## config.mk

```make
export PLATFORM = sky130hd
export DESIGN_NAME = backlight_config_bank
export DESIGN_NICKNAME = d
export VERILOG_FILES = /design/src/pkg/backlight_cfg_pkg.sv /design/src/rtl/backlight_config_bank.sv /design/src/rtl/brightness_ramp.sv
export SDC_FILE = /design/constraint.sdc
export NUM_CORES = 1
export LEC_CHECK = 0
export BUFFER_PORTS_ARGS = -buffer_cell sky130_fd_sc_hd__buf_2
export CAP_MARGIN = 25
export CORE_MARGIN = 2
export CORE_UTILIZATION = 25
export DETAILED_ROUTE_END_ITERATION = 10
export GPL_TIMING_DRIVEN = 1
export SYNTH_ARGS = -nofsm -noshare
export SYNTH_HDL_FRONTEND = slang
export SYNTH_HIERARCHICAL = 1
export SYNTH_SLANG_ARGS = --single-unit
```

## constraint.sdc

```tcl
create_clock -name sys_clk -period 19.3 [get_ports sys_clk]
set_input_delay 1.93 -clock sys_clk [delete_from_list [all_inputs] [get_ports sys_clk]]
set_output_delay 1.93 -clock sys_clk [all_outputs]
set_load 0.01 [all_outputs]
```

## src/pkg/backlight_cfg_pkg.sv

```systemverilog
/*
 * Constants, field layouts and carrier types of the backlight configuration bank.
 * Assumes a single 50 MHz system clock shared by every user of the package.
 */
package backlight_cfg_pkg;

   // Register addresses on the plain register port
   localparam logic [7:0] ADDR_RAMP_CFG = 8'hA1;
   localparam logic [7:0] ADDR_BOOST_CFG = 8'hA2;
   localparam logic [7:0] ADDR_LOCKOUT_CFG = 8'hA3;

   // Values after reset, equal to the factory nonvolatile image
   localparam logic [7:0] RST_RAMP_CFG = 8'hF5;
   localparam logic [7:0] RST_BOOST_CFG = 8'hBF;
   localparam logic [7:0] RST_LOCKOUT_CFG = 8'h7B;

   // Field positions, first register
   localparam int SWRATE_LSB = 6;
   localparam int DIM_MODE_BIT = 5;
   localparam int THERM_LSB = 3;
   localparam int RAMP_LSB = 0;
   // Field positions, second register
   localparam int ADAPT_SPEED_LSB = 6;
   localparam int SMOOTH_BIT = 5;
   localparam int SPLIT_BIT = 4;
   localparam int ADAPT_BIT = 3;
   localparam int BOOST_EN_BIT = 2;
   localparam int IMAX_BIT = 1;
   // Field positions, third register
   localparam int LOCKOUT_LSB = 6;
   localparam int STAGGER_BIT = 5;
   localparam int PWMRATE_LSB = 0;

   // Derating thresholds in degrees Celsius
   localparam logic [7:0] THERM_LOW_C = 8'd110;
   localparam logic [7:0] THERM_MID_C = 8'd120;
   localparam logic [7:0] THERM_HIGH_C = 8'd130;

   // Crossover levels of automatic dimming, full scale, and the highest adaptive boost code
   localparam logic [7:0] SPLIT_HALF = 8'h80;
   localparam logic [7:0] SPLIT_QUARTER = 8'h40;
   localparam logic [7:0] FULL_LEVEL = 8'hFF;
   localparam logic [4:0] BOOST_CODE_MAX = 5'h1E;

   // Ramp times in milliseconds, cycle count per millisecond
   localparam int CLK_HZ = 50_000_000;
   localparam int MS_CYCLES = CLK_HZ / 1000;
   localparam int RAMP_ACC_W = 26;

   function automatic logic [9:0] rampMs(input logic [2:0] code);
      case (code)
         3'h1: rampMs = 10'd50;
         3'h2: rampMs = 10'd75;
         3'h3: rampMs = 10'd100;
         3'h4: rampMs = 10'd150;
         3'h5: rampMs = 10'd200;
         3'h6: rampMs = 10'd300;
         3'h7: rampMs = 10'd500;
         default: rampMs = 10'd0;
      endcase
   endfunction

   typedef struct packed {
      logic [7:0] lockout;
      logic [7:0] boost;
      logic [7:0] ramp;
   } cfg_regs_t;

   typedef struct packed {
      logic [7:0] pwmDuty;
      logic [7:0] currentLevel;
   } dim_out_t;

   typedef struct packed {
      logic [1:0] converterSwitchRate;
      logic [1:0] adaptiveSpeed;
      logic smoothRampBit;
      logic boostEnable;
      logic inductorCurrentLimitBit;
      logic [1:0] lowSupplyLockoutField;
      logic staggeredPwmEnable;
      logic [4:0] pwmRateField;
   } cfg_out_t;

   typedef enum logic [1:0] {
      BOOST_OFF = 2'b00,
      BOOST_FIXED = 2'b01,
      BOOST_ADAPT = 2'b10
   } boost_state_t;

endpackage

```

## src/rtl/backlight_config_bank.sv

```systemverilog
/*
 * Backlight configuration bank: three 8-bit settings registers with their
 * dimming split, thermal derating, brightness ramp and boost voltage control.
 * Assumes one 50 MHz clock; brightness, temperature, headroom and nonvolatile
 * load inputs come from logic on the same clock.
 */
// The implementer's own choice: strobed register access.
// Summary of operation
// - With the dimming-mode bit clear, brightness is PWM duty only at constant current.
// - With the dimming-mode bit set, PWM and current dimming are chosen automatically.
// - The thermal field selects derating at 110, 120 or 130 degrees for codes 01, 10, 11.
// - A thermal field of 00 turns derating off entirely.
// - A ramp field of 000 applies a new brightness at once.
// - Other ramp codes spread each change over 50, 75, 100, 150, 200, 300 or 500 ms.
// - The split bit picks the 50 percent crossover when 0 and 25 percent when 1.
// - With adaptive boost off, the boost voltage follows the setpoint directly.
// - The current limit bit selects 1.4 A when 0 and 2.5 A when 1.
// - With adaptive boost on, the setpoint is only the start voltage, adapted afterwards.
`timescale 1ns/100ps
module backlight_config_bank #(
   parameter int TICK_CYCLES = backlight_cfg_pkg::MS_CYCLES,
   parameter int LEVEL_W = 8
) (
   input wire logic sys_clk,
   input wire logic rst_b,
   input wire logic [7:0] regAddr,
   input wire logic [7:0] wrData,
   input wire logic wrStrobe,
   input wire logic rdStrobe,
   output logic [7:0] rdData,
   input wire logic nvLoad,
   input wire logic [7:0] nvAddr,
   input wire logic [7:0] nvData,
   input wire logic [LEVEL_W-1:0] brightness,
   input wire logic [7:0] dieTemp,
   input wire logic backlightOn,
   input wire logic [4:0] boostVoltageSetpoint,
   input wire logic headroomLow,
   input wire logic headroomHigh,
   output backlight_cfg_pkg::dim_out_t dimOut,
   output logic derateActive,
   output logic rampBusy,
   output logic [4:0] boostVoltageCode,
   output backlight_cfg_pkg::boost_state_t boostState,
   output backlight_cfg_pkg::cfg_out_t cfgOut
);

   typedef struct packed {
      backlight_cfg_pkg::cfg_regs_t regs;
      logic [7:0] rdData;
      logic derate;
      backlight_cfg_pkg::dim_out_t dim;
      backlight_cfg_pkg::boost_state_t boost;
      logic [4:0] boostCode;
   } bank_state_t;

   bank_state_t state;
   bank_state_t next_state;
   logic [LEVEL_W-1:0] rampLevel;
   logic [LEVEL_W-1:0] rampTarget;
   logic [backlight_cfg_pkg::RAMP_ACC_W-1:0] rampCycles;

   // Field views of the registers
   logic dimMode;
   logic splitQuarter;
   logic adaptOn;
   logic boostOn;
   logic [1:0] thermField;
   logic [2:0] rampField;

   assign dimMode = state.regs.ramp[backlight_cfg_pkg::DIM_MODE_BIT];
   assign thermField = state.regs.ramp[backlight_cfg_pkg::THERM_LSB +: 2];
   assign rampField = state.regs.ramp[backlight_cfg_pkg::RAMP_LSB +: 3];
   assign splitQuarter = state.regs.boost[backlight_cfg_pkg::SPLIT_BIT];
   assign adaptOn = state.regs.boost[backlight_cfg_pkg::ADAPT_BIT];
   assign boostOn = state.regs.boost[backlight_cfg_pkg::BOOST_EN_BIT];

   function automatic logic [7:0] regValue(input backlight_cfg_pkg::cfg_regs_t regs,
                                           input logic [7:0] addr);
      case (addr)
         backlight_cfg_pkg::ADDR_RAMP_CFG: regValue = regs.ramp;
         backlight_cfg_pkg::ADDR_BOOST_CFG: regValue = regs.boost;
         backlight_cfg_pkg::ADDR_LOCKOUT_CFG: regValue = regs.lockout;
         default: regValue = 8'h00;
      endcase
   endfunction

   function automatic backlight_cfg_pkg::cfg_regs_t regStore(
         input backlight_cfg_pkg::cfg_regs_t regs,
         input logic [7:0] addr,
         input logic [7:0] data);
      regStore = regs;
      case (addr)
         backlight_cfg_pkg::ADDR_RAMP_CFG: regStore.ramp = data;
         backlight_cfg_pkg::ADDR_BOOST_CFG: regStore.boost = data;
         backlight_cfg_pkg::ADDR_LOCKOUT_CFG: regStore.lockout = data;
         default: regStore = regs;
      endcase
   endfunction

   // Temperature at which derating starts; zero means never
   function automatic logic [7:0] thermLimit(input logic [1:0] field);
      case (field)
         2'b01: thermLimit = backlight_cfg_pkg::THERM_LOW_C;
         2'b10: thermLimit = backlight_cfg_pkg::THERM_MID_C;
         2'b11: thermLimit = backlight_cfg_pkg::THERM_HIGH_C;
         default: thermLimit = 8'h00;
      endcase
   endfunction

   // Split one brightness level into PWM duty and LED current
   function automatic backlight_cfg_pkg::dim_out_t dimSplit(input logic auto,
                                                             input logic quarter,
                                                             input logic [7:0] lvl);
      logic [7:0] crossLvl;
      crossLvl = quarter ? backlight_cfg_pkg::SPLIT_QUARTER : backlight_cfg_pkg::SPLIT_HALF;
      if (!auto) begin
         // Constant current, duty carries brightness
         dimSplit.currentLevel = backlight_cfg_pkg::FULL_LEVEL;
         dimSplit.pwmDuty = lvl;
      end else if (lvl >= crossLvl) begin
         // Upper range: full duty, current carries brightness
         dimSplit.currentLevel = lvl;
         dimSplit.pwmDuty = backlight_cfg_pkg::FULL_LEVEL;
      end else begin
         // Lower range: current parked at crossover, duty scaled
         dimSplit.currentLevel = crossLvl;
         dimSplit.pwmDuty = quarter ? {lvl[5:0], 2'b00} : {lvl[6:0], 1'b0};
      end
   endfunction

   // Halved target while hot keeps the die from running away
   assign rampTarget = state.derate ? LEVEL_W'(brightness >> 1)
                                    : brightness;
   assign rampCycles = backlight_cfg_pkg::RAMP_ACC_W'(
      backlight_cfg_pkg::RAMP_ACC_W'(backlight_cfg_pkg::rampMs(rampField))
      * backlight_cfg_pkg::RAMP_ACC_W'(TICK_CYCLES));

   brightness_ramp #(
      .WIDTH(LEVEL_W),
      .ACC_W(backlight_cfg_pkg::RAMP_ACC_W)
   ) u_ramp (
      .sys_clk(sys_clk),
      .rst_b(rst_b),
      .target(rampTarget),
      .rampCycles(rampCycles),
      .level(rampLevel),
      .busy(rampBusy)
   );

   always_comb begin
      next_state = state;
      // Nonvolatile load first, so a same-cycle bus write has the last word
      if (nvLoad) begin
         next_state.regs = regStore(next_state.regs, nvAddr, nvData);
      end
      if (wrStrobe) begin
         next_state.regs = regStore(next_state.regs, regAddr, wrData);
      end
      next_state.rdData = rdStrobe ? regValue(state.regs, regAddr) : 8'h00;

      // Derating only with a non-zero threshold
      next_state.derate = (thermField != 2'b00) && (dieTemp >= thermLimit(thermField));

      next_state.dim = dimSplit(dimMode, splitQuarter, 8'(rampLevel));

      case (state.boost)
         backlight_cfg_pkg::BOOST_OFF: begin
            if (boostOn && backlightOn) begin
               // Start voltage always comes from the setpoint
               next_state.boostCode = boostVoltageSetpoint;
               next_state.boost = adaptOn ? backlight_cfg_pkg::BOOST_ADAPT
                                          : backlight_cfg_pkg::BOOST_FIXED;
            end
         end
         backlight_cfg_pkg::BOOST_FIXED: begin
            next_state.boostCode = boostVoltageSetpoint;
            if (!boostOn || !backlightOn) begin
               next_state.boost = backlight_cfg_pkg::BOOST_OFF;
            end else if (adaptOn) begin
               next_state.boost = backlight_cfg_pkg::BOOST_ADAPT;
            end
         end
         backlight_cfg_pkg::BOOST_ADAPT: begin
            // Headroom feedback trims the voltage after start
            if (headroomLow && state.boostCode < backlight_cfg_pkg::BOOST_CODE_MAX) begin
               next_state.boostCode = state.boostCode + 5'h01;
            end else if (headroomHigh && !headroomLow && state.boostCode != 5'h00) begin
               next_state.boostCode = state.boostCode - 5'h01;
            end
            if (!boostOn || !backlightOn) begin
               next_state.boost = backlight_cfg_pkg::BOOST_OFF;
            end else if (!adaptOn) begin
               next_state.boost = backlight_cfg_pkg::BOOST_FIXED;
               next_state.boostCode = boostVoltageSetpoint;
            end
         end
         default: begin
            next_state.boost = backlight_cfg_pkg::BOOST_OFF;
         end
      endcase
   end

   always_ff @(posedge sys_clk or negedge rst_b) begin
      if (!rst_b) begin
         state.regs.ramp <= backlight_cfg_pkg::RST_RAMP_CFG;
         state.regs.boost <= backlight_cfg_pkg::RST_BOOST_CFG;
         state.regs.lockout <= backlight_cfg_pkg::RST_LOCKOUT_CFG;
         state.rdData <= 8'h00;
         state.derate <= 1'b0;
         state.dim <= '0;
         state.boost <= backlight_cfg_pkg::BOOST_OFF;
         state.boostCode <= 5'h00;
      end else begin
         state <= next_state;
      end
   end

   assign rdData = state.rdData;
   assign dimOut = state.dim;
   assign derateActive = state.derate;
   assign boostVoltageCode = state.boostCode;
   assign boostState = state.boost;

   always_comb begin
      cfgOut.converterSwitchRate = state.regs.ramp[backlight_cfg_pkg::SWRATE_LSB +: 2];
      cfgOut.adaptiveSpeed = state.regs.boost[backlight_cfg_pkg::ADAPT_SPEED_LSB +: 2];
      cfgOut.smoothRampBit = state.regs.boost[backlight_cfg_pkg::SMOOTH_BIT];
      cfgOut.boostEnable = boostOn;
      cfgOut.inductorCurrentLimitBit = state.regs.boost[backlight_cfg_pkg::IMAX_BIT];
      cfgOut.lowSupplyLockoutField = state.regs.lockout[backlight_cfg_pkg::LOCKOUT_LSB +: 2];
      cfgOut.staggeredPwmEnable = state.regs.lockout[backlight_cfg_pkg::STAGGER_BIT];
      cfgOut.pwmRateField = state.regs.lockout[backlight_cfg_pkg::PWMRATE_LSB +: 5];
   end
endmodule

```

## src/rtl/brightness_ramp.sv

```systemverilog
/*
 * Spreads every brightness change evenly over a programmable number of cycles.
 * Assumes target and ramp length come from logic on the same clock.
 */
`timescale 1ns/100ps
module brightness_ramp #(
   parameter int WIDTH = 8,
   parameter int ACC_W = backlight_cfg_pkg::RAMP_ACC_W
) (
   input wire logic sys_clk,
   input wire logic rst_b,
   input wire logic [WIDTH-1:0] target,
   input wire logic [ACC_W-1:0] rampCycles,
   output logic [WIDTH-1:0] level,
   output logic busy
);

   typedef struct packed {
      logic [WIDTH-1:0] level;
      logic [WIDTH-1:0] lastTarget;
      logic [WIDTH-1:0] span;
      logic [ACC_W:0] acc;
   } ramp_state_t;

   ramp_state_t state;
   ramp_state_t next_state;

   function automatic logic [WIDTH-1:0] absDiff(input logic [WIDTH-1:0] a,
                                                input logic [WIDTH-1:0] b);
      absDiff = (a > b) ? a - b : b - a;
   endfunction

   always_comb begin
      logic [ACC_W:0] sum;
      sum = '0;
      next_state = state;
      if (rampCycles == '0) begin
         // Zero length: jump straight to the new value
         next_state.level = target;
         next_state.lastTarget = target;
         next_state.span = '0;
         next_state.acc = '0;
      end else if (target != state.lastTarget) begin
         // Span latched once so the whole change takes the full time
         next_state.lastTarget = target;
         next_state.span = absDiff(target, state.level);
         next_state.acc = '0;
      end else if (state.level != target) begin
         // Bresenham: span steps spread over rampCycles cycles
         // One level per cycle at most, so rampCycles below span stretches it
         sum = state.acc + (ACC_W+1)'(state.span);
         if (sum >= (ACC_W+1)'(rampCycles)) begin
            next_state.acc = sum - (ACC_W+1)'(rampCycles);
            next_state.level = (target > state.level) ? state.level + 1'b1
                                                      : state.level - 1'b1;
         end else begin
            next_state.acc = sum;
         end
      end
   end

   always_ff @(posedge sys_clk or negedge rst_b) begin
      if (!rst_b) begin
         state <= '0;
      end else begin
         state <= next_state;
      end
   end

   assign level = state.level;
   assign busy = (state.level != state.lastTarget);
endmodule

```

-- After elaboration in Yosys (flattened, before gate mapping)
Index checks and enable logic that the tools add are counted.
- $add $sub $neg: 8
- $mul: 1
- divide/modulo/power cells: 0
- $lt $le $gt $ge: 5
- equality and inequality tests: 25
- shift operators: 0
- multiplexer cells: 38
- bitwise gates (word level): 0
- reduce and logical (&&, ||, !) cells: 21
- operators with widths (kind ; number):
    2-to-1 mux 8 bit ; 15
    2-to-1 mux 27 bit ; 3
    case mux 9 bit (7 select lines) ; 1
    2-to-1 mux 51 bit ; 1
    == test 8 bit, second input constant ; 6
    2-to-1 mux 16 bit ; 3
    2-to-1 mux 24 bit ; 2
    case mux 8 bit (3 select lines) ; 2
    adder 27 x 8 -> 27 bit ; 1
    >= comparator 27 x 26 -> 1 bit ; 1
    subtractor 27 x 26 -> 27 bit ; 1
    logical NOT 26 bit ; 1
    != test 8 bit ; 3
    multiplier 10 x 12 -> 22 bit, second input constant ; 1
    >= comparator 8 bit ; 2
    subtractor 8 bit ; 2
    2-to-1 mux 5 bit ; 3
    case mux 5 bit (3 select lines) ; 1
    2-to-1 mux 7 bit ; 2
    == test 3 bit, second input constant ; 4
    adder 8 x 1 -> 8 bit, second input constant ; 1
    > comparator 8 bit ; 1
    2-to-1 mux 2 bit ; 4
    nonzero test 2 bit ; 4
    other kinds (20) ; 33
- flip-flop bits (word level): 107
- latch bits: 0
- RAM bits: 0
- ROM bits: 0
- output and inout port bits: 48
- logic and storage cells: 111
- memories kept: 0

-- Depth between registers and ports, before layout
- word-level depth: 8
- mapped depth: 31
- gate-level depth less buffers: 28

-- By module
The synthesis kept the hierarchy.
- by module, submodules not included (module ; times used ; cells each ; area an instance (sq um)):
    brightness_ramp ; 1 ; 677 ; 5482.8
    backlight_config_bank ; 1 ; 565 ; 5158.7

-- Worst setup path before layout
No wires, ideal clock.
- kind: reg-to-reg
- from: register state (netlist bit rampField[0])
- to: register u_ramp/state[13] (netlist name)
- arrival: 6.165 ns
- required time: 19.164 ns
- slack: 12.999 ns
- cell stages (with the launch flop): 29
- clock period less this slack: 6.301 ns
- path through: dfstp_2 > clkbuf_1 > nor2_1 > a21oi_1 > inv_1 > ha_1 > fa_1 > ha_1 > fa_1 > inv_1 > fa_1 > and2b_1 > o31ai_2 > a311oi_2 > nor2_1 > xnor2_1 > inv_1 > ha_1 > and3_1 > and4_1 > a31oi_1 > nand2b_1 > mux2_4 > nor2_2 > buf_6 > buf_4 > nor2_1 > a211oi_1 > nor3_1
- word-level cells in the longest chain between the ends: 8
- elaborated cells on any way between the ends: 17
- those cells by class: add/sub: 1; mul: 1; order compare: 1; eq/ne: 7; mux: 5; reduce/logical: 2
- ends and longest elaborated chain (element ; line ; text):
    start: declaration ; backlight_config_bank.sv:57 ; bank_state_t state;
    start signal: assignment ; backlight_config_bank.sv:215 ; state <= next_state;
    == test 3 bit, or another cell as far along ; backlight_cfg_pkg.sv:51 ; case (code)
    case mux 9 bit (7 select lines) (*) ; backlight_cfg_pkg.sv:51 ;
    multiplier 10 x 12 -> 22 bit (*) ; backlight_config_bank.sv:137 ; * backlight_cfg_pkg::RAMP_ACC_W'(TICK_CYCLES));
    net rampCycles, one bit ; backlight_config_bank.sv:61 ; logic [backlight_cfg_pkg::RAMP_ACC_W-1:0] rampCycles;
    subtractor 27 x 26 -> 27 bit / >= comparator 27 x 26 -> 1 bit (equally long branches) ; brightness_ramp.sv:53, brightness_ramp.sv:52 ;
    2-to-1 mux 27 bit ; brightness_ramp.sv:52 ; if (sum >= (ACC_W+1)'(rampCycles)) begin
    2-to-1 mux 27 bit ; brightness_ramp.sv:48 ; end else if (state.level != target) begin
    2-to-1 mux 27 bit ; brightness_ramp.sv:43 ; end else if (target != state.lastTarget) begin
    2-to-1 mux 51 bit ; brightness_ramp.sv:37 ; if (rampCycles == '0) begin
    end signal: assignment ; brightness_ramp.sv:66 ; state <= next_state;
    end: declaration ; brightness_ramp.sv:25 ; ramp_state_t state;
The timed path passes the listed nets; every way through them passes the cells marked *. The select of a mux whose other input is x is not followed.
A chain may end at the register's enable or synchronous reset.

-- Final worst setup path
- from: register state (netlist bit rampField[0])
- to: register u_ramp/state[15] (netlist name)
- word-level cells in the longest chain between the ends: 8
- elaborated cells on any way between the ends: 17
- those cells by class: add/sub: 1; mul: 1; order compare: 1; eq/ne: 7; mux: 5; reduce/logical: 2
- ends and longest elaborated chain (element ; line):
    == test 3 bit, or another cell as far along ; backlight_cfg_pkg.sv:51
    case mux 9 bit (7 select lines) (*) ; backlight_cfg_pkg.sv:51
    multiplier 10 x 12 -> 22 bit (*) ; backlight_config_bank.sv:137
    net rampCycles, one bit ; backlight_config_bank.sv:61
    >= comparator 27 x 26 -> 1 bit ; brightness_ramp.sv:52
    2-to-1 mux 27 bit ; brightness_ramp.sv:52
    2-to-1 mux 27 bit ; brightness_ramp.sv:48
    2-to-1 mux 27 bit ; brightness_ramp.sv:43
    2-to-1 mux 51 bit ; brightness_ramp.sv:37
Marked as above.

==> run metrics <==
Max-slew headroom=0.4664; Hold Crit Depth=1; CP endpoint kind=register; vias in the first global route=8985; CP arrival=7740 ps; Worst R2R Start=rampField[0]$_DFF_PN1_; number of synthesized flops with an enable pin=0; fin. max-slew vios=0; Num CTS Buffers=9; die area=44230 um^2; distinct cell type count after synthesis=82; Leakage Power=5.812 nW; Util after Layout=0.2772; mapped cell area=10640 um^2; CTS tree=yes; pwr/cell area=107.4 nW/um^2; max cap viols=0; GRT Util Overall=0.1282; # diodes=0; largest net degree at the start of global routing=61; setup bufs post-CTS=0; crit path kind=reg -> reg; Final Setup Violations=0; min Tclk post-route=7501 ps; crit-path max FO=40; TNS Setup=0 ps; status=finished, final reports clean; R2R Setup Slk=11800 ps; grt ovf=0; FMAX=0.1333 GHz; VDD IR-drop max=0.00006094 V; CP startpoint kind=register; row cnt=75; die width=210.3 um; nets=1474; Register-to-Register Path Depth=27; Hold Fails Final Rpt=0; Synth Warn #=6; post-synthesis sequential area ratio=0.2539; hold_sp=adaptOn$_DFF_PN1_; average wire per standard cell=15.23 um; Min-Delay Endpoint=boostState[0]$_DFFE_PN0P_; Sink Count=107; vias per cell=4.867; ys async rst share=1.000; Total Wirelength=27.71 mm; die height=210.3 um; layout cells sized above 1=0.1477; core area=41950 um^2; clk_lat worst skew=370 ps; clock-pin slew on the worst setup and hold paths=90 ps; commonest non-fill, non-tap cells in the layout=ha_1 (125), nor2_1 (111), buf_2 (107); Initial Util=0.2537; Hold Crit Class=reg -> reg; number of routed nets with antenna violations=0; port buffer count=108; global-route wire length before repair=46.29 mm; Synth Flop Type=dfrtp_1; RSZ-0062 raised after global routing=false; drt pass-1 iters=5; number of cells upsized or downsized after cts=0; RR Endpoint=u_ramp/state[15]$_DFFE_PN0P_; CTS Hold Buffers Added=0; initial antenna violation count=0; commonest non-fill, non-tap cell in the layout=ha_1; Vias=8853; crit-path most repeated cell=inv_1; DPL Wire Length=21.54 mm; placer congestion estimate=0.8873; Avg Cell Area, Syn=8.568 um^2; CP max stage cell=dfstp_2; Fill cells=4439; Max clock buf depth=2; # H-tree levels=3; Post-Synthesis Cells=1242; # DRC=0; io pins=109; slew at the pin with the worst max-slew slack=800.4 ps; root buffer cell=clkbuf_16; Critical path origin=rampField[0]$_DFF_PN1_; post-synthesis register bit count=107; Area growth syn-to-layout=9.254%; slowest stage delay, CP=680 ps; Fin Clk Skew=12.94 ps; WP data required=19540 ps; crit share post-route=0.3886; DR iter-0 viols=583
==> power by group <==
group | internal, mW | total, mW | switching [mW]
combinational | 0.316 | 0.727 | 0.411
clock | 0.0915 | 0.191 | 0.0998
sequential | 0.270 | 0.331 | 0.0611
total | 0.677 | 1.25 | 0.572
==> kinds of logic after synthesis <==
family,synth area share
buffers and inverters,0.09489
adders and majority gates,0.1714
DFF,0.2539
muxes,0.07443
xor gates and xnor gates,0.06996
and+or+nand+nor,0.1641
other,0.0003524
AOI/OAI and AO/OA,0.1710
==> cell usage after synthesis, drive strengths merged (4+ instances only) <==
cell    instances  area (um^2)
o21a            9        67.56
a22oi          11        82.58
a21boi          5        37.54
and3           10        67.56
dfrtp          88         2202
o211ai          6        45.04
nand4          11        68.82
inv           103        386.6
nand3          27        140.1
a31o            4        35.03
a211oi         30        230.2
clkbuf         30        112.6
mux2           19        221.5
nor2          113        426.7
xor2           38        332.8
xnor2          47        411.6
nor2b          16        100.1
o31ai           5        42.54
dfstp          19        499.2
nor3           26        130.1
o21ai          63        315.3
a31oi           5        31.28
and2           13        81.33
nand2          82        310.3
mux2i          57        570.6
a41oi           4        35.03
nand2b         14        87.58
nor4           15        100.1
ha            125         1564
or3             6        37.54
a21o           23        172.7
a22o            4        35.03
fa             13        260.3
and4            6        52.55
a21oi          74        370.4
buf            71        510.5
o21bai          4        30.03
a211o           4        35.03
==> flip-flops by register name (all words and copies together), names as in the netlist <==
| register | flops |
|---|---|
| adaptOn | 1 |
| boostState | 2 |
| boostVoltageCode | 5 |
| cfgOut | 15 |
| derateActive | 1 |
| dimMode | 1 |
| dimOut | 16 |
| rampField | 3 |
| rdData | 8 |
| splitQuarter | 1 |
| state | 3 |
| u_ramp/level | 8 |
| u_ramp/state | 43 |
==> critical path: cells and delay by family (launching register included) <==
family	cells	cell delay [ps]
and+or+nand+nor	8	1290
adders and majority gates	6	2450
AOI/OAI and AO/OA	5	1300
buffers and inverters	5	850
xor gates and xnor gates	1	190
DFF	1	680
muxes	2	570
==> layer usage <==
metal,up-vias,part of all wire,global-route usage
met5,-,0,0
met4,0,0.020,0.04304
met3,41,0.037,0.01624
met2,183,0.48,0.2159
met1,4270,0.47,0.1695
li1,4359,-,-
==> stage by stage <==
| step | std cells | hold WS [ps] | worst slack (ps) | cell area, um^2 | total power [mW] |
|---|---|---|---|---|---|
| 2_1_floorplan | 1250 | 472.5 | 13000 | 10670 | 0.9050 |
| 3_3_place_gp | 1803 | 492.7 | 12120 | 11330 | 1.044 |
| 3_5_place_dp | 1803 | 500.0 | 11900 | 11330 | 1.053 |
| 4_1_cts | 1819 | 521.4 | 11870 | 11630 | 1.254 |
| 5_1_grt | 1819 | 540.3 | 11370 | 11630 | 1.365 |
| 6_report | 1819 | 511.1 | 11800 | 11630 | 1.249 |
==> worst max path at each step <==
stage | endpoint | slack (ps) | cells after the start
detailed placement | u_ramp/state[15]$_DFFE_PN0P_ | 11900 | 27
floorplan | u_ramp/state[13]$_DFFE_PN0P_ | 13000 | 28
finish | u_ramp/state[15]$_DFFE_PN0P_ | 11800 | 27
global route | u_ramp/state[15]$_DFFE_PN0P_ | 11370 | 27
CTS | u_ramp/state[24]$_DFFE_PN0P_ | 11870 | 27
global placement | u_ramp/state[15]$_DFFE_PN0P_ | 12120 | 27
==> cell type report <==
class                      instances  area [um^2]  share of cell area
clock buffer                       9        225.2             0.01937
clock inverter                     7        70.07            0.006027
inverter                         103        386.6             0.03325
multi-input combinational        939         6973              0.5998
sequential                       107         2701              0.2323
tap                              539        674.4             0.05801
timing repair buffer             115        595.6             0.05123
(Power assumes the default switching activity.)
